<file path="src/core/php_pkg.sv">
package php_pkg;

  // ----------------------------------------------------------------
  // Register map (byte addresses)
  // ----------------------------------------------------------------
  localparam logic [7:0] CTRL_OFF   = 8'h00;
  localparam logic [7:0] STATUS_OFF = 8'h04;
  localparam logic [7:0] DOUT_OFF   = 8'h08;
  localparam logic [7:0] DIN_OFF    = 8'h0c;
  localparam logic [7:0] DELAY_OFF  = 8'h10;
  localparam logic [7:0] CMD_OFF    = 8'h14;

  // ----------------------------------------------------------------
  // Control register fields
  // ----------------------------------------------------------------
  localparam int CTRL_STROBE_INV = 0;
  localparam int CTRL_FLAG_INV   = 1;
  localparam int CTRL_BUSY_CAP   = 2;
  localparam int CTRL_IRQ_EN     = 3;
  localparam int CTRL_AUX_A      = 4;
  localparam int CTRL_AUX_B      = 5;
  localparam int CTRL_DIR        = 6;
  localparam int CTRL_WIDTH      = 7;
  localparam logic [CTRL_WIDTH-1:0] CTRL_RESET = 7'h04;

  // ----------------------------------------------------------------
  // Command register fields
  // ----------------------------------------------------------------
  localparam int CMD_START_OUT = 0;
  localparam int CMD_START_IN  = 1;
  localparam int CMD_SW_RESET  = 2;

  // ----------------------------------------------------------------
  // Status register fields
  // ----------------------------------------------------------------
  localparam int STAT_STROBE   = 0;
  localparam int STAT_FLAG     = 1;
  localparam int STAT_DIN_NEW  = 2;
  localparam int STAT_IDLE     = 3;
  localparam int STAT_RST_BUSY = 4;

  // ----------------------------------------------------------------
  // Timing
  // ----------------------------------------------------------------
  localparam int CLK_HZ            = 25_000_000;
  localparam int PRESET_US         = 15;
  localparam int PRESET_CYCLES     = (PRESET_US * (CLK_HZ / 1_000_000));
  localparam logic [15:0] DELAY_RESET = 16'h0004;

  // ----------------------------------------------------------------
  // AHB encodings
  // ----------------------------------------------------------------
  localparam logic [1:0] HTRANS_NONSEQ = 2'h2;
  localparam logic [2:0] HSIZE_WORD    = 3'h2;

  typedef enum logic [3:0] {
    ST_IDLE  = 4'b0001,
    ST_SETUP = 4'b0010,
    ST_ARMED = 4'b0100,
    ST_DONE  = 4'b1000
  } php_state_t;

endpackage : php_pkg

</file>
<file path="src/core/php_port.sv">
// Added by the designer: the register offsets and the AHB-Lite interface to the registers.
`timescale 1ns/1ps
`default_nettype none

// What this block does
// RULE1: Pulse mode starts a transfer without checking the flag for Ready.
// RULE2: Next transfer may start once the strobe clears, whatever the flag level.
// RULE3: Output: direction low, data out, wait control delay, then set strobe.
// RULE4: Flag Ready-to-Busy edge while strobe set clears the strobe.
// RULE5: Busy-pulse peripheral reads output data before driving flag Busy.
// RULE6: Input: direction high, then set strobe without checking the flag; the code raises both on the same clock edge.
// RULE7: Peripheral settles input data before driving flag Busy.
// RULE8: Input data may be taken any time after the strobe has cleared.
// RULE9: Ready-pulse peripheral raises Ready, then returns Busy to clear strobe.
// RULE10: Output data stays stable while the strobe is set.
// RULE11: Ready-pulse input: data and Ready in either order, data settles first.
// RULE12: Interface reset drives peripheral reset low at least 15 microseconds.
// RULE13: Interface reset forces the strobe to Clear.
// RULE14: Reset zeroes output data only when the clear option is fitted.
// RULE15: Reset clears the interrupt enable bit.
// RULE16: Reset keeps aux controls and direction line unchanged.
// RULE17: Software reset request does the same as system reset; here it keeps aux, direction and delay, which system reset reloads.
// RULE18: Direction line high for input, low for output, fixed polarity.
// RULE19: Strobe and flag polarities each selectable by configuration.
// RULE20: Input capture edge selectable: Ready-to-Busy or Busy-to-Ready.
// RULE21: Control delay is a programmable cycle count, nonzero default.
module php_port #(
  parameter int unsigned PRESET_LEN = php_pkg::PRESET_CYCLES,
  parameter int unsigned DATA_W     = 16
) (
  input  wire logic              clk_i,
  input  wire logic              rst_n_i,
  input  wire logic              dout_clear_fit_i,
  input  wire logic              hsel_i,
  input  wire logic [31:0]       haddr_i,
  input  wire logic [1:0]        htrans_i,
  input  wire logic              hwrite_i,
  input  wire logic [2:0]        hsize_i,
  input  wire logic [31:0]       hwdata_i,
  input  wire logic              hready_i,
  output logic      [31:0]       hrdata_o,
  output logic                   hreadyout_o,
  output logic                   hresp_o,
  input  wire logic              peripheral_flag_i,
  input  wire logic [DATA_W-1:0] din_i,
  output logic                   peripheral_control_strobe_o,
  output logic                   dir_o,
  output logic      [DATA_W-1:0] dout_o,
  output logic                   preset_n_o,
  output logic                   aux_control_a_o,
  output logic                   aux_control_b_o,
  output logic                   irq_en_o
);
  import php_pkg::*;

  initial begin
    if (DATA_W < 1 || DATA_W > 32) $error("DATA_W must be 1..32");
    if (PRESET_LEN < 1 || PRESET_LEN > 65535) $error("PRESET_LEN must be 1..65535");
  end

  // ----------------------------------------------------------------
  // AHB-Lite slave: address phase capture, zero-wait data phase
  // ----------------------------------------------------------------
  logic             wr_pend_q;
  logic             rd_pend_q;
  logic [7:0]       addr_q;
  logic             addr_ok;

  assign addr_ok = hsel_i && hready_i && htrans_i[1];

  always_ff @(posedge clk_i) begin
    if (!rst_n_i) begin
      wr_pend_q <= 1'b0;
      rd_pend_q <= 1'b0;
      addr_q    <= 8'h00;
    end else begin
      if (hready_i) begin
        wr_pend_q <= addr_ok && hwrite_i;
        rd_pend_q <= addr_ok && !hwrite_i;
      end
      if (addr_ok) begin
        addr_q <= haddr_i[7:0];
      end
    end
  end

  assign hreadyout_o = 1'b1;
  assign hresp_o     = 1'b0;

  logic wr_ctrl;
  logic wr_dout;
  logic wr_delay;
  logic wr_cmd;
  assign wr_ctrl  = wr_pend_q && (addr_q == CTRL_OFF);
  assign wr_dout  = wr_pend_q && (addr_q == DOUT_OFF);
  assign wr_delay = wr_pend_q && (addr_q == DELAY_OFF);
  assign wr_cmd   = wr_pend_q && (addr_q == CMD_OFF);

  // ----------------------------------------------------------------
  // Interface reset: system reset or software request
  // ----------------------------------------------------------------
  logic        if_rst;
  logic [15:0] preset_cnt_q;

  assign if_rst = wr_cmd && hwdata_i[CMD_SW_RESET]; // see RULE17

  // Pulse is stretched by a counter so it spans at least the full width
  always_ff @(posedge clk_i) begin
    if (!rst_n_i) begin
      preset_cnt_q <= 16'(PRESET_LEN); // see RULE12
    end else if (if_rst) begin
      preset_cnt_q <= 16'(PRESET_LEN); // see RULE12
    end else if (preset_cnt_q != 16'h0000) begin
      preset_cnt_q <= preset_cnt_q - 16'h0001;
    end
  end

  assign preset_n_o = (preset_cnt_q == 16'h0000);

  // ----------------------------------------------------------------
  // Configuration
  // ----------------------------------------------------------------
  logic [CTRL_WIDTH-1:0] ctrl_q;
  logic [15:0]           delay_q;

  // Aux and direction bits survive an interface reset; only power-on resets them
  always_ff @(posedge clk_i) begin
    if (!rst_n_i) begin
      ctrl_q <= CTRL_RESET;
    end else if (if_rst) begin
      ctrl_q[CTRL_IRQ_EN] <= 1'b0; // see RULE15 RULE16
    end else if (wr_ctrl) begin
      ctrl_q <= hwdata_i[CTRL_WIDTH-1:0]; // see RULE19 RULE20
    end
  end

  always_ff @(posedge clk_i) begin
    if (!rst_n_i) begin
      delay_q <= DELAY_RESET; // see RULE21
    end else if (wr_delay) begin
      delay_q <= (hwdata_i[15:0] == 16'h0000) ? 16'h0001 : hwdata_i[15:0]; // see RULE21
    end
  end

  assign aux_control_a_o = ctrl_q[CTRL_AUX_A];
  assign aux_control_b_o = ctrl_q[CTRL_AUX_B];
  assign irq_en_o        = ctrl_q[CTRL_IRQ_EN];

  // ----------------------------------------------------------------
  // Flag edge detection (flag polarity applied first)
  // ----------------------------------------------------------------
  logic flag_busy;
  logic flag_busy_q;
  logic rdy_to_busy;
  logic busy_to_rdy;

  assign flag_busy = peripheral_flag_i ^ ctrl_q[CTRL_FLAG_INV]; // see RULE19

  always_ff @(posedge clk_i) begin
    if (!rst_n_i) begin
      flag_busy_q <= 1'b0;
    end else begin
      flag_busy_q <= flag_busy;
    end
  end

  assign rdy_to_busy = flag_busy && !flag_busy_q;
  assign busy_to_rdy = !flag_busy && flag_busy_q;

  // ----------------------------------------------------------------
  // Handshake sequencer
  // ----------------------------------------------------------------
  php_state_t  state_q;
  logic        strobe_q;
  logic        dir_q;
  logic [15:0] dly_cnt_q;
  logic        start_out;
  logic        start_in;

  // Flag is never consulted before a start
  assign start_out = wr_cmd && hwdata_i[CMD_START_OUT] && !if_rst; // see RULE1
  assign start_in  = wr_cmd && hwdata_i[CMD_START_IN] && !if_rst && !hwdata_i[CMD_START_OUT]; // see RULE6

  always_ff @(posedge clk_i) begin
    if (!rst_n_i) begin
      state_q   <= ST_IDLE;
      strobe_q  <= 1'b0;
      dly_cnt_q <= 16'h0000;
    end else if (if_rst) begin
      state_q  <= ST_IDLE;
      strobe_q <= 1'b0; // see RULE13
    end else begin
      unique case (state_q)
        ST_IDLE, ST_DONE: begin
          // Idle once strobe is clear, so a new start is taken at once
          if (start_out) begin // see RULE2
            state_q   <= ST_SETUP;
            dly_cnt_q <= delay_q; // see RULE3
          end else if (start_in) begin
            state_q  <= ST_ARMED;
            strobe_q <= 1'b1; // see RULE6
          end
        end
        ST_SETUP: begin
          if (dly_cnt_q <= 16'h0001) begin
            state_q  <= ST_ARMED;
            strobe_q <= 1'b1; // see RULE3
          end else begin
            dly_cnt_q <= dly_cnt_q - 16'h0001;
          end
        end
        ST_ARMED: begin
          if (rdy_to_busy) begin
            state_q  <= ST_DONE;
            strobe_q <= 1'b0; // see RULE4 RULE9
          end
        end
        default: begin
          state_q  <= ST_IDLE;
          strobe_q <= 1'b0;
        end
      endcase
    end
  end

  always_ff @(posedge clk_i) begin
    if (!rst_n_i) begin
      dir_q <= 1'b0;
    end else if (start_out && !busy_xfer) begin
      dir_q <= 1'b0; // see RULE18
    end else if (start_in && !busy_xfer) begin
      dir_q <= 1'b1; // see RULE18
    end else if (wr_ctrl && state_q != ST_ARMED && state_q != ST_SETUP) begin
      dir_q <= hwdata_i[CTRL_DIR];
    end
  end

  assign dir_o = dir_q; // see RULE16
  assign peripheral_control_strobe_o = strobe_q ^ ctrl_q[CTRL_STROBE_INV]; // see RULE19

  // ----------------------------------------------------------------
  // Data out: frozen while a transfer is in flight
  // ----------------------------------------------------------------
  logic [DATA_W-1:0] dout_q;
  logic              busy_xfer;
  assign busy_xfer = (state_q == ST_SETUP) || (state_q == ST_ARMED);

  always_ff @(posedge clk_i) begin
    if (!rst_n_i) begin
      dout_q <= '0;
    end else if (if_rst) begin
      if (dout_clear_fit_i) begin
        dout_q <= '0; // see RULE14
      end
    end else if (wr_dout && !busy_xfer) begin
      dout_q <= hwdata_i[DATA_W-1:0]; // see RULE10
    end
  end

  assign dout_o = dout_q;

  // ----------------------------------------------------------------
  // Data in: captured on the selected flag edge of an input transfer
  // ----------------------------------------------------------------
  logic [DATA_W-1:0] din_q;
  logic              din_new_q;
  logic              cap_edge;
  logic              in_xfer;
  logic              rd_din;

  assign in_xfer  = dir_q && (state_q == ST_ARMED || state_q == ST_DONE);
  assign cap_edge = ctrl_q[CTRL_BUSY_CAP] ? rdy_to_busy : busy_to_rdy; // see RULE20
  assign rd_din   = rd_pend_q && (addr_q == DIN_OFF);

  always_ff @(posedge clk_i) begin
    if (!rst_n_i) begin
      din_q     <= '0;
      din_new_q <= 1'b0;
    end else begin
      if (in_xfer && cap_edge) begin
        din_q     <= din_i; // see RULE8
        din_new_q <= 1'b1;
      end else if (rd_din) begin
        din_new_q <= 1'b0;
      end
    end
  end

  // ----------------------------------------------------------------
  // Read mux
  // ----------------------------------------------------------------
  always_comb begin
    hrdata_o = 32'h0000_0000;
    if (rd_pend_q) begin
      unique case (addr_q)
        CTRL_OFF: begin
          hrdata_o = {25'h0, dir_q, ctrl_q[CTRL_DIR-1:0]};
        end
        STATUS_OFF: begin
          hrdata_o = {27'h0, (preset_cnt_q != 16'h0000), !busy_xfer, din_new_q,
                      flag_busy, strobe_q};
        end
        DOUT_OFF:  hrdata_o = 32'(dout_q);
        DIN_OFF:   hrdata_o = 32'(din_q);
        DELAY_OFF: hrdata_o = {16'h0, delay_q};
        default:   hrdata_o = 32'h0000_0000;
      endcase
    end
  end

endmodule : php_port

`default_nettype wire

</file>
<file path="config.mk">
export PLATFORM = sky130hd
export DESIGN_NAME = php_port
export DESIGN_NICKNAME = d
export VERILOG_FILES = /design/src/core/php_pkg.sv /design/src/core/php_port.sv
export SDC_FILE = /design/constraint.sdc
export NUM_CORES = 1
export LEC_CHECK = 0
export BUFFER_PORTS_ARGS = -buffer_cell sky130_fd_sc_hd__buf_2
export CORE_UTILIZATION = 35
export DETAILED_ROUTE_END_ITERATION = 6
export SLEW_MARGIN = 10
export SYNTH_ARGS = -nofsm -noshare
export SYNTH_HDL_FRONTEND = slang
export SYNTH_SLANG_ARGS = --single-unit
</file>
<file path="constraint.sdc">
create_clock -name clk_i -period 2.3 [get_ports clk_i]
set_input_delay 0 -clock clk_i [delete_from_list [all_inputs] [get_ports clk_i]]
set_output_delay 0 -clock clk_i [all_outputs]
set_load 0.05 [all_outputs]
</file>
* Yosys cells after proc, flatten, opt, wreduce, memory -nomap -nowiden *
Index checks and enable logic that the tools add are counted.

storage, ports and cells
  bits in latches = 0
  memories kept = 0
  output and inout bits = 56
  input port bits = 92
  word-level logic and storage cells = 113
  register bits = 104
  ROM bits = 0
  RAM bits = 0

operators by class
  bitwise logic cells = 4
  multiplexer cells = 24
  shift-type cells = 0
  eq/ne operators = 19
  reductions and logical operators = 48
  magnitude comparators = 1
  $mul = 0
  add/sub/neg operators = 2
  divide/modulo/power cells = 0

operators by type and width
  kind                   number
  $mux 16                7
  $pmux 16 s5            1
  $logic_not 16->1       2
  $pmux 16 s2            1
  $sub 16x1->16 const B  2
  $logic_and 1x1->1      24
  $eq 8x4->1 const B     2
  $eq 8x5->1 const B     2
  $le 16x1->1 const B    1
  $mux 4                 4
  $reduce_bool 16->1     1
  $ne 2x2->1 const B     7
  $pmux 4 s3             1
  $mux 1                 9
  $eq 8x3->1 const B     1
  $logic_not 8->1        1
  $reduce_and 4->1       2
  $reduce_bool 2->1      4
  $logic_not 1->1        6
  $reduce_or 2->1        3
  $eq 4x1->1 const B     1
  $eq 4x2->1 const B     1
  $eq 4x3->1 const B     1
  $eq 4x4->1 const B     1
  other kinds (9)        13

* Logic depth before layout (Yosys ltp) *
Gate-level depths: netlist of the first run.

  depth after elaboration = 9
  depth in mapped cells = 8
  depth with buffers taken out = 7

* Least setup slack after synthesis of the first run *
OpenSTA, ideal clock, no wires.

  kind = reg2out
  start = reg addr_q[5]
  end = out hrdata_o[0]
  setup slack = -197 ps
  data required time = 2300 ps
  cell stages (with the launch flop) = 7
  arrival time = 2497 ps
  path buffers = 2
  cell sequence = dfxtp_1 -> or4b_1 -> clkbuf_1 -> nor4_4 -> clkbuf_1 -> a22oi_1 -> a21oi_1

between the ends
  longest elaborated chain between the ends = 3
  elaborated cells between the ends (all ways) = 7
  classes of those cells = eq/ne (4); mux (2); reduce/logical (1)

RTL lines
  element                                   RTL line         RTL
  start: declaration                        php_port.sv:66   logic [7:0] addr_q;
  start signal: assignment                  php_port.sv:82   addr_q <= haddr_i[7:0];
  $eq 8x5->1, or another cell as far along  php_port.sv:295  unique case (addr_q)
  $pmux 16 s5 (*)                           php_port.sv:295
  $mux 16 (*)                               php_port.sv:294  if (rd_pend_q) begin
  end: declaration                          php_port.sv:41   output logic [31:0] hrdata_o,

Mark *: on every way between the ends. The rest lies on a longest branch, timed or not.

* Final worst setup path of the first run *
  start = reg preset_cnt_q[10]
  end = out hrdata_o[4]

between the ends
  longest elaborated chain between the ends = 3

RTL lines
  element                   RTL line         RTL
  start: declaration        php_port.sv:103  logic [15:0] preset_cnt_q;
  start signal: assignment  php_port.sv:110  preset_cnt_q <= 16'(PRESET_LEN);
  start signal: assignment  php_port.sv:112  preset_cnt_q <= 16'(PRESET_LEN);
  start signal: assignment  php_port.sv:114  preset_cnt_q <= preset_cnt_q - 16'h0001;
  $reduce_bool 16->1        php_port.sv:300  hrdata_o = {27'h0, (preset_cnt_q != 16'h0000), !busy_xfer, din_new_q,
  $pmux 16 s5               php_port.sv:295
  $mux 16                   php_port.sv:294

Every way passes these cells.

==> metrics.md, run 1 <==
| Metric | Value |
|---|---|
| Final min period | 2.35 ns |
| Core Box Area | 14800 sq um |
| Die width | 126 microns |
| Sw frac | 24.4% |
| Final WL | 16900 microns |
| Max-cap violations | 0 |
| RSZ-0062 raised after global routing | yes |
| Leakage | 2.80 nW |
| Routed via count | 5579 |
| TritonCTS clock tree | built |
| Worst hold path class | input pin to register |
| Clock Root Buffer | clkbuf_16 |
| Post-Syn Area | 5360 sq um |
| Top cells by area, synth | dfxtp_1 39%, nand2_1 6.9%, nor2_1 5.5% |
| Syn Inst Count | 675 |
| Maximum fanout along the worst path | 2 |
| Starting DRC count in detailed routing | 267 |
| Endpoints failing setup | 1 |
| DR pass1 iterations | 6 |
| Slowest stage cell, crit path | or4_4 |
| N_diodes | 0 |
| Htree depth | 3 |
| Rows | 44 |
| Crit path launch type | register |
| Logic gate share of total power | 8.9% |
| First-pass GRT wire length | 27500 microns |
| Asr flop ratio synth | 0% |
| Status | finished with violations |
| Clk pwr share | 45.4% |
| CP most frequent cell | or4_4 |
| Worst Path Arrival | 2.35 ns |
| Largest net degree at the start of global routing | 56 |
| Distinct cells, synth | 63 |
| Area delta synth->final | 34.5% |
| Port bufs | 85 |
| Max Clk Rate | 425 MHz |
| Vias per std cell | 5.55 |
| Max-slew headroom | 52.5% |
| Dpl cell area | 6200 sq um |
| Final nets | 913 |
| Post-synthesis sequential area ratio | 38.8% |
| Die H | 126 microns |
| Crit share post-route | 102% |
| Gpl congestion | 0.872 |
| Power after layout | 4.00 mW |
| Clk pin slew, worst setup/hold paths | 0.07 ns |
| WL/cell | 16.8 microns |
| Synthesis-stage register bit count | 104 |
| CP Cell Sequence | or4_4, or4_4, o21ai_4, a21boi_2, o21a_1, buf_6 |
| CTS Buf Count | 9 |
| Filler cell count | 1407 |
| Crit path largest cell delay | 0.54 ns |
| Total gr overflow | 0 |
| Clock Latency Late Sink | 0.36 ns |
| Starting Density | 36.3% |
| Failing checks | negative setup slack |
| Critical Path End Type | output pin |
| Finished Cell Area | 7210 sq um |
| Skew final | 0.00877 ns |
| Critical path class | register to output pin |
| CTS Sinks | 104 |
| Commonest register cell after synthesis | dfxtp_1 |
| Reg power frac | 45.7% |
| Ys Warns | 0 |
| EDFF count, synth | 0 |
| Switching power | 0.975 mW |
| Max clock buf depth | 2 |
| Vias in the first global route | 5399 |
| Post-route ant nets | 0 |
| Yosys top cell area share | 38.8% |
| Proportion of layout cells with a drive suffix above 1 | 24.3% |
| Max-slew violations | 0 |
| Initial antenna violation count | 0 |
| Residual DRC | 0 |
| Top-Level Pins | 148 |
| Hpwl dp | 11600 microns |
| Setup tns final | -0.0532 ns |
| Final setup margin | -0.0532 ns |
| Die ar. | 15800 sq um |
| Syn avg cell area | 7.94 sq um |
| Gr usage total | 21.7% |
| WP data required | 2.30 ns |
| VDD IR max | 443 uV |
| P_int | 3.02 mW |
| Least-Margin Pin Slew | 0.710 ns |
| Largest area contributor in the netlist | dfxtp_1 |
| Power Density | 554 nW/um^2 |
| Final hold viol count | 0 |
-- area by class of cell --
type	count	area (sq um)	area share, %
Multi-Input combinational cell	512	3100	42.9
Sequential cell	104	2090	28.9
Timing Repair Buffer	181	1420	19.6
Tap cell	184	230	3.19
Clock buffer	9	225	3.12
Clock inverter	7	126	1.75
Inverter	9	33.8	0.468
-- stage by stage --
| stage | setup slack [ns] | util, % | std cells | hold slack (ns) |
|---|---|---|---|---|
| after CTS | -0.0758 | 48.4 | 1005 | 0.00662 |
| after global routing | -0.0936 | 48.9 | 1006 | 0.0259 |
| final | -0.0532 | 48.9 | 1006 | 0.0195 |
| after detailed placement | 0.0195 | 42.0 | 947 | 0.223 |
| after global placement | 0.0402 | 42.0 | 947 | 0.222 |
| after floorplan | -0.183 | - | 691 | 0.0944 |
-- power groups by stage --
stage               Combinational [mW]  Sequential [mW]  Clock [mW]
floorplan                        0.195             1.87           0
global placement                 0.278             1.87           0
detailed placement               0.282             1.87           0
CTS                              0.343             1.83        1.84
global route                     0.380             1.83        1.92
finish                           0.356             1.83        1.81
-- critical path, delay by kind of cell (launching register included) --
kind,cells,cell delay (ns)
buf+inv,1,0.16
compound gates,3,0.46
simple gates,2,1.06
flops,1,0.32
-- layer usage --
metal	track usage (%)	vias up	share of wire, %
met3	3.02	37	5.4
met5	0	-	0
met4	10.1	0	3.0
li1	-	2680	-
met2	37.0	202	49
met1	27.1	2660	43
-- worst paths after layout --
path | from | end | slack [ns] | depth (start not counted)
worst max-delay path | preset_cnt_q[10] | hrdata_o[4] | -0.05 | 6
worst max register to register | dly_cnt_q[11] | dly_cnt_q[0] | 0.08 | 6
worst min-delay path | peripheral_flag_i | flag_busy_q | 0.02 | 3
worst min register to register | dly_cnt_q[14] | dly_cnt_q[14] | 0.47 | 2
-- flip-flops by register name (all words and copies together) (netlist names) --
register	flops
delay_q	16
din_q	16
dly_cnt_q	16
dout_o	16
preset_cnt_q	16
addr_q	8
ctrl_q	6
state_q	4
din_new_q	1
dir_o	1
flag_busy_q	1
rd_pend_q	1
strobe_q	1
wr_pend_q	1
-- synthesized netlist by cell type (4+ instances only) --
cell       number
dfxtp_1       104
nand2_1        98
nor2_1         78
a21oi_1        54
clkbuf_1       40
o21ai_0        34
mux2i_1        27
a22oi_1        24
nor3_1         19
buf_4          18
nor4_1         17
xnor2_1        13
a222oi_1       10
inv_1           9
or4_1           9
nand3_1         8
o32ai_1         8
o22ai_1         7
and3_1          6
buf_2           5
nor2b_1         5
or3_1           5
a2111oi_0       4
ha_1            4
nand3b_1        4
o211ai_1        4
xor2_1          4
-- layout by cell type (no fill, tap or decap), types with 7 or more instances in the layout --
cell             n
xnor2_1         13
inv_1            8
nand3_1          8
buf_6           17
nor2_1          70
o32ai_1          8
o22ai_1          7
dlygate4sd3_1   40
nor2_2           7
clkbuf_16        9
dfxtp_1        100
a222oi_1        10
conb_1          18
nand2_1         98
a21oi_1         50
nor3_1          18
o21ai_0         31
buf_4           51
mux2i_1         27
nor4_1          15
buf_2           68
a22oi_1         24
-- cell families (layout without fill, tap and decap cells) --
| group | after synthesis | count (layout) | synth area share [%] |
|---|---|---|---|
| mux | 27 | 27 | 5.04 |
| other cells | 2 | 18 | 0.140 |
| flops | 104 | 104 | 38.8 |
| fa+ha+maj | 4 | 4 | 0.934 |
| xor+xnor | 17 | 17 | 2.78 |
| compound gates | 170 | 170 | 20.9 |
| buf+inv | 75 | 206 | 6.79 |
| simple gates | 276 | 276 | 24.6 |
-- repair_timing --
action / 4_1_cts / 5_1_grt
hold buffers: 40 / 0
hold endpoints to repair: 55 / 0
setup endpoints to repair: 18 / 45
pin swaps: 11 / 5
buffers inserted: 4 / 1
gates cloned: 0 / 0
gates resized for setup: 53 / 13
Note: power is estimated with default switching activity, not from simulation.
==> run 2: changes to the inputs <==
MAX_ROUTING_LAYER = met4   (was unset)
REMOVE_ABC_BUFFERS = 1   (was unset)
==> run 2 against run 1 <==
Compared with the run above: the flow still finishes with violations (negative setup slack); die area is the same; via count down 0.27%; register-to-register slack worse by 0.03 ns; fmax is 0.22% higher; cell count grew 0.40%; critical path depth did not move; sequential cell count did not move; count of clock-buffer cells in the layout did not move; power is 7.4% lower; combinational power grew 3%; critical path type unchanged.
==> metrics.md, run 2 (same netlist as run 1, synthesis figures left out) <==
| Metric | Value |
|---|---|
| Status | finished with violations |
| Failing checks | negative setup slack |
| Max-slew headroom | 48.5% |
| First-pass GRT wire length | 26600 microns |
| Most common cell after layout, fill and taps aside | dfxtp_1 |
| Initial antenna violation count | 0 |
| Die H | 126 microns |
| Critical Path End Type | output pin |
| Crit share post-route | 102% |
| Gpl congestion | 0.853 |
| Proportion of layout cells with a drive suffix above 1 | 24.6% |
| Largest net degree at the start of global routing | 41 |
| Most frequent cells in the layout | 101 x dfxtp_1, 96 x nand2_1, 72 x nor2_1 |
| Clock Latency Late Sink | 0.36 ns |
| CTS Sinks | 104 |
| Slowest stage cell, crit path | or4_4 |
| Rows | 44 |
| Endpoints failing setup | 2 |
| Max Clk Rate | 426 MHz |
| Top-Level Pins | 148 |
| Vias per std cell | 5.51 |
| Final WL | 16800 microns |
| Clk pin slew, worst setup/hold paths | 0.07 ns |
| N_diodes | 0 |
| Setup tns final | -0.0617 ns |
| TritonCTS clock tree | built |
| Max-cap violations | 0 |
| Final hold viol count | 0 |
| Final nets | 917 |
| Max-slew violations | 0 |
| Clock Root Buffer | clkbuf_16 |
| WL/cell | 16.6 microns |
| Power Density | 513 nW/um^2 |
| Gr usage total | 21.5% |
| Critical path class | register to output pin |
| Skew final | 0.0105 ns |
| Worst Path Arrival | 2.35 ns |
| Final core utilization | 48.9% |
| Least-Margin Pin Slew | 0.769 ns |
| CP most frequent cell | or4_4 |
| Starting DRC count in detailed routing | 455 |
| Final min period | 2.35 ns |
| Hpwl dp | 11500 microns |
| Total gr overflow | 0 |
| Die width | 126 microns |
| VDD IR max | 355 uV |
| Max clock buf depth | 2 |
| Leakage | 2.80 nW |
| Core Box Area | 14800 sq um |
| Vias in the first global route | 5197 |
| Area delta synth->final | 34.6% |
| Final setup margin | -0.0481 ns |
| WP data required | 2.30 ns |
| Routed via count | 5564 |
| Residual DRC | 0 |
| DR pass1 iterations | 5 |
| Starting Density | 36.3% |
| Crit path largest cell delay | 0.54 ns |
| Die ar. | 15800 sq um |
| Htree depth | 3 |
| Worst hold path class | input pin to register |
| Post-route ant nets | 0 |
| RSZ-0062 raised after global routing | yes |
| Port bufs | 85 |
| CTS Buf Count | 9 |
| Crit path launch type | register |
| Maximum fanout along the worst path | 2 |
| CP Cell Sequence | or4_4, or4_4, o21ai_4, a21boi_1, o21a_1, buf_6 |
-- run 2: cell types whose count changed in the layout (fill, tap and decap cells not counted), sizes merged --
cell	before	now
dlygate4sd3	40	43
clkinvlp	1	0
clkinv	1	2
buf	141	142
bufinv	3	0
inv	11	14
-- run 2: final timing paths --
check,startpoint,endpoint,slack [ns],cells after the start
worst max-delay path,preset_cnt_q[10],hrdata_o[4],-0.05,6
worst min-delay path,rst_n_i,state_q[1],0.03,3
worst max register to register,dly_cnt_q[8],dly_cnt_q[14],0.05,6
worst min register to register,addr_q[6],addr_q[6],0.48,2
-- run 2: report_power, final --
part	switching [mW]	internal (mW)	total (mW)
registers	0.0161	1.81	1.83
logic	0.227	0.139	0.366
clock network	0.751	0.755	1.51
total	0.994	2.71	3.70
-- run 2: per-stage QoR --
stage	setup WS, ns	cell area [sq um]	power (mW)	std cells	hold WS [ns]
global placement	0.0573	6180	2.15	945	0.217
global route	-0.101	7220	3.84	1010	0.0669
CTS	-0.0842	7020	3.71	1005	0.0217
finish	-0.0481	7220	3.70	1010	0.0285
detailed placement	0.0191	6180	2.15	945	0.219
floorplan	-0.537	5090	2.03	625	0.0889
-- run 2: routing by layer --
| layer | vias to the layer above | global-route usage (%) | routed length (microns) |
|---|---|---|---|
| met5 | - | - | 0 |
| met4 | 0 | 7.87 | 352 |
| met2 | 202 | 35.2 | 8040 |
| li1 | 2688 | - | - |
| met3 | 33 | 3.02 | 894 |
| met1 | 2641 | 27.2 | 7470 |
-- run 2: area by class of cell --
| type | instances | area (sq um) |
|---|---|---|
| timing repair buffer | 185 | 1490 |
| tap | 184 | 230 |
| inverter | 9 | 33.8 |
| fill | 1383 | 7540 |
| clock inverter | 7 | 57.6 |
| multi-input combinational | 512 | 3100 |
| sequential | 104 | 2090 |
| clock buffer | 9 | 225 |
-- run 2: what timing repair did --
item | CTS | global route
pin swaps | 4 | 3
gates resized for setup | 36 | 47
endpoints found under the setup margin | 17 | 32
gates cloned | 0 | 2
hold endpoints to repair | 57 | 0
hold buffers | 43 | 0
setup buffers | 2 | 3
-- run 2: worst max-delay path, delay by kind of cell, from the launching register on --
| kind | cells | cell delay [ns] |
|---|---|---|
| simple gates | 2 | 1.06 |
| flops | 1 | 0.32 |
| buf+inv | 1 | 0.16 |
| compound gates | 3 | 0.46 |
==> run 3: changes to the inputs <==
CORE_UTILIZATION = 48   (was 35)
PLACE_DENSITY = 0.77   (was unset)
==> run 3 against run 2 <==
Compared with the run above: clock skew up 0.0015 ns; hold slack worse by 0.015 ns; count of clock-buffer cells in the layout unchanged; the run still ends with negative setup slack left; wire length up 3.3%; critical endpoint unchanged; highest routed layer unchanged.
==> metrics.md, run 3 (same netlist as run 1, synthesis figures left out) <==
| Metric | Value |
|---|---|
| Max-slew headroom | 50.5% |
| Slowest stage cell, crit path | or4_4 |
| TritonCTS clock tree | built |
| Proportion of layout cells with a drive suffix above 1 | 26.1% |
| GR Layer Usage met1 | 36.2% |
| Worst Path Arrival | 2.39 ns |
| Final min period | 2.39 ns |
| Largest net degree at the start of global routing | 44 |
| Crit path largest cell delay | 0.53 ns |
| Finished Cell Area | 7170 sq um |
| Most common cell after layout, fill and taps aside | dfxtp_1 |
| Leakage | 2.75 nW |
| Gr usage total | 30.6% |
| Crit share post-route | 104% |
| Crit path launch type | register |
| Top-Level Pins | 148 |
| Maximum fanout along the worst path | 2 |
| Least-Margin Pin Slew | 0.740 ns |
| Htree depth | 3 |
| Min-Delay Path Depth | 3 |
| Rows | 38 |
| Starting DRC count in detailed routing | 625 |
| Power after layout | 3.43 mW |
| Initial antenna violation count | 1 |
| CTS Buf Count | 9 |
| Max-slew violations | 0 |
| Critical path class | register to output pin |
| Routed via count | 5829 |
| Worst hold path class | input pin to register |
| Clk pin slew, worst setup/hold paths | 0.10 ns |
| CTS Sinks | 104 |
| GR Util met3 | 5.08% |
| Core Box Area | 10800 sq um |
| Residual DRC | 0 |
| DR pass1 iterations | 7 |
| WP data required | 2.30 ns |
| Port bufs | 85 |
| CP Cell Sequence | or4_4, or4_4, o21ai_4, a21boi_1, o21a_1, buf_6 |
| RSZ-0062 raised after global routing | yes |
| Vias in the first global route | 5535 |
| Max Clk Rate | 418 MHz |
| Critical Path End Type | output pin |
| Hpwl dp | 10700 microns |
| Post-route ant nets | 0 |
| GR peak layer | met2 |
| WL/cell | 18.0 microns |
| Final hold viol count | 0 |
| Gpl congestion | 0.895 |
| Clock Latency Late Sink | 0.39 ns |
| Cells after DPL | 896 |
| Die H | 108 microns |
| VDD IR max | 631 uV |
| Starting Density | 49.5% |
| Max clock buf depth | 2 |
| Die width | 108 microns |
| Die ar. | 11600 sq um |
| Met2 GRT Util | 50.4% |
| Failing checks | negative setup slack |
| Total gr overflow | 0 |
| Power Density | 478 nW/um^2 |
| Final setup margin | -0.0910 ns |
| Endpoints failing setup | 13 |
| Area delta synth->final | 33.8% |
| Dpl cell area | 6100 sq um |
| Status | finished with violations |
| Setup slack at placement | 0.0418 ns |
| Most frequent cells in the layout | 99 x dfxtp_1, 96 x nand2_1, 69 x nor2_1 |
| Reg2Reg Depth | 6 |
| Final WL | 17300 microns |
| First-pass GRT wire length | 27300 microns |
| Clock Root Buffer | clkbuf_8 |
| Non-Filler Instances | 960 |
| Final nets | 910 |
| Filler cell count | 810 |
| Final core utilization | 66.2% |
| Skew final | 0.0119 ns |
| Setup tns final | -0.374 ns |
| CP most frequent cell | or4_4 |
| Max-cap violations | 0 |
| Vias per std cell | 6.07 |
| WHS | 0.0131 ns |
## run 3: cell types whose count changed in the layout (fill, tap and decap cells not counted), sizes merged, moves of 2 or more
cell	previous run	this run
clkbuf	9	11
clkinv	2	0
clkinvlp	0	2
buf	142	133
## run 3: power breakdown
group | internal [mW] | total, mW | leakage, nW | switching (mW)
clock network | 0.526 | 1.23 | 0.100 | 0.707
registers | 1.81 | 1.83 | 0.842 | 0.0171
logic | 0.134 | 0.361 | 1.80 | 0.228
## run 3: final timing paths
kind,start,to,slack (ns)
setup reg to reg,dly_cnt_q[5],dly_cnt_q[0],-0.01
setup / recovery,preset_cnt_q[10],hrdata_o[4],-0.09
hold reg to reg,addr_q[0],addr_q[0],0.49
hold / removal,hwdata_i[0],ctrl_q[0],0.01
## run 3: cell type report
class                      instances  area, sq um  share of cell area (%)
multi-input combinational        512         3210                    44.8
sequential                       104         2090                    29.1
timing repair buffer             178         1450                    20.2
tap                              140          175                    2.44
clock buffer                       9          124                    1.73
clock inverter                     7         85.1                    1.19
inverter                           9         33.8                   0.471
antenna                            1         2.50                  0.0349
## run 3: layer usage
layer | routed length [microns] | vias to the layer above | share of wire (%)
met2 | 8500 | 337 | 49
met5 | 0 | - | 0
met4 | 688 | 0 | 4.0
met1 | 6800 | 2759 | 39
met3 | 1310 | 60 | 7.6
li1 | - | 2673 | -
## run 3: what timing repair did
action,4_1_cts,5_1_grt
cloned,1,2
hold endpoints to repair,60,0
gates resized for setup,65,33
buffers inserted,1,1
pin swaps,5,21
hold buffers,43,0
setup endpoints to repair,17,46
## run 3: worst max-delay path: cells and delay by family, from the launching register on
kind | cells | cell delay, ns
flip-flops | 1 | 0.33
buffers and inverters | 1 | 0.15
AO/OA/AOI/OAI | 3 | 0.48
AND/OR/NAND/NOR | 2 | 1.04
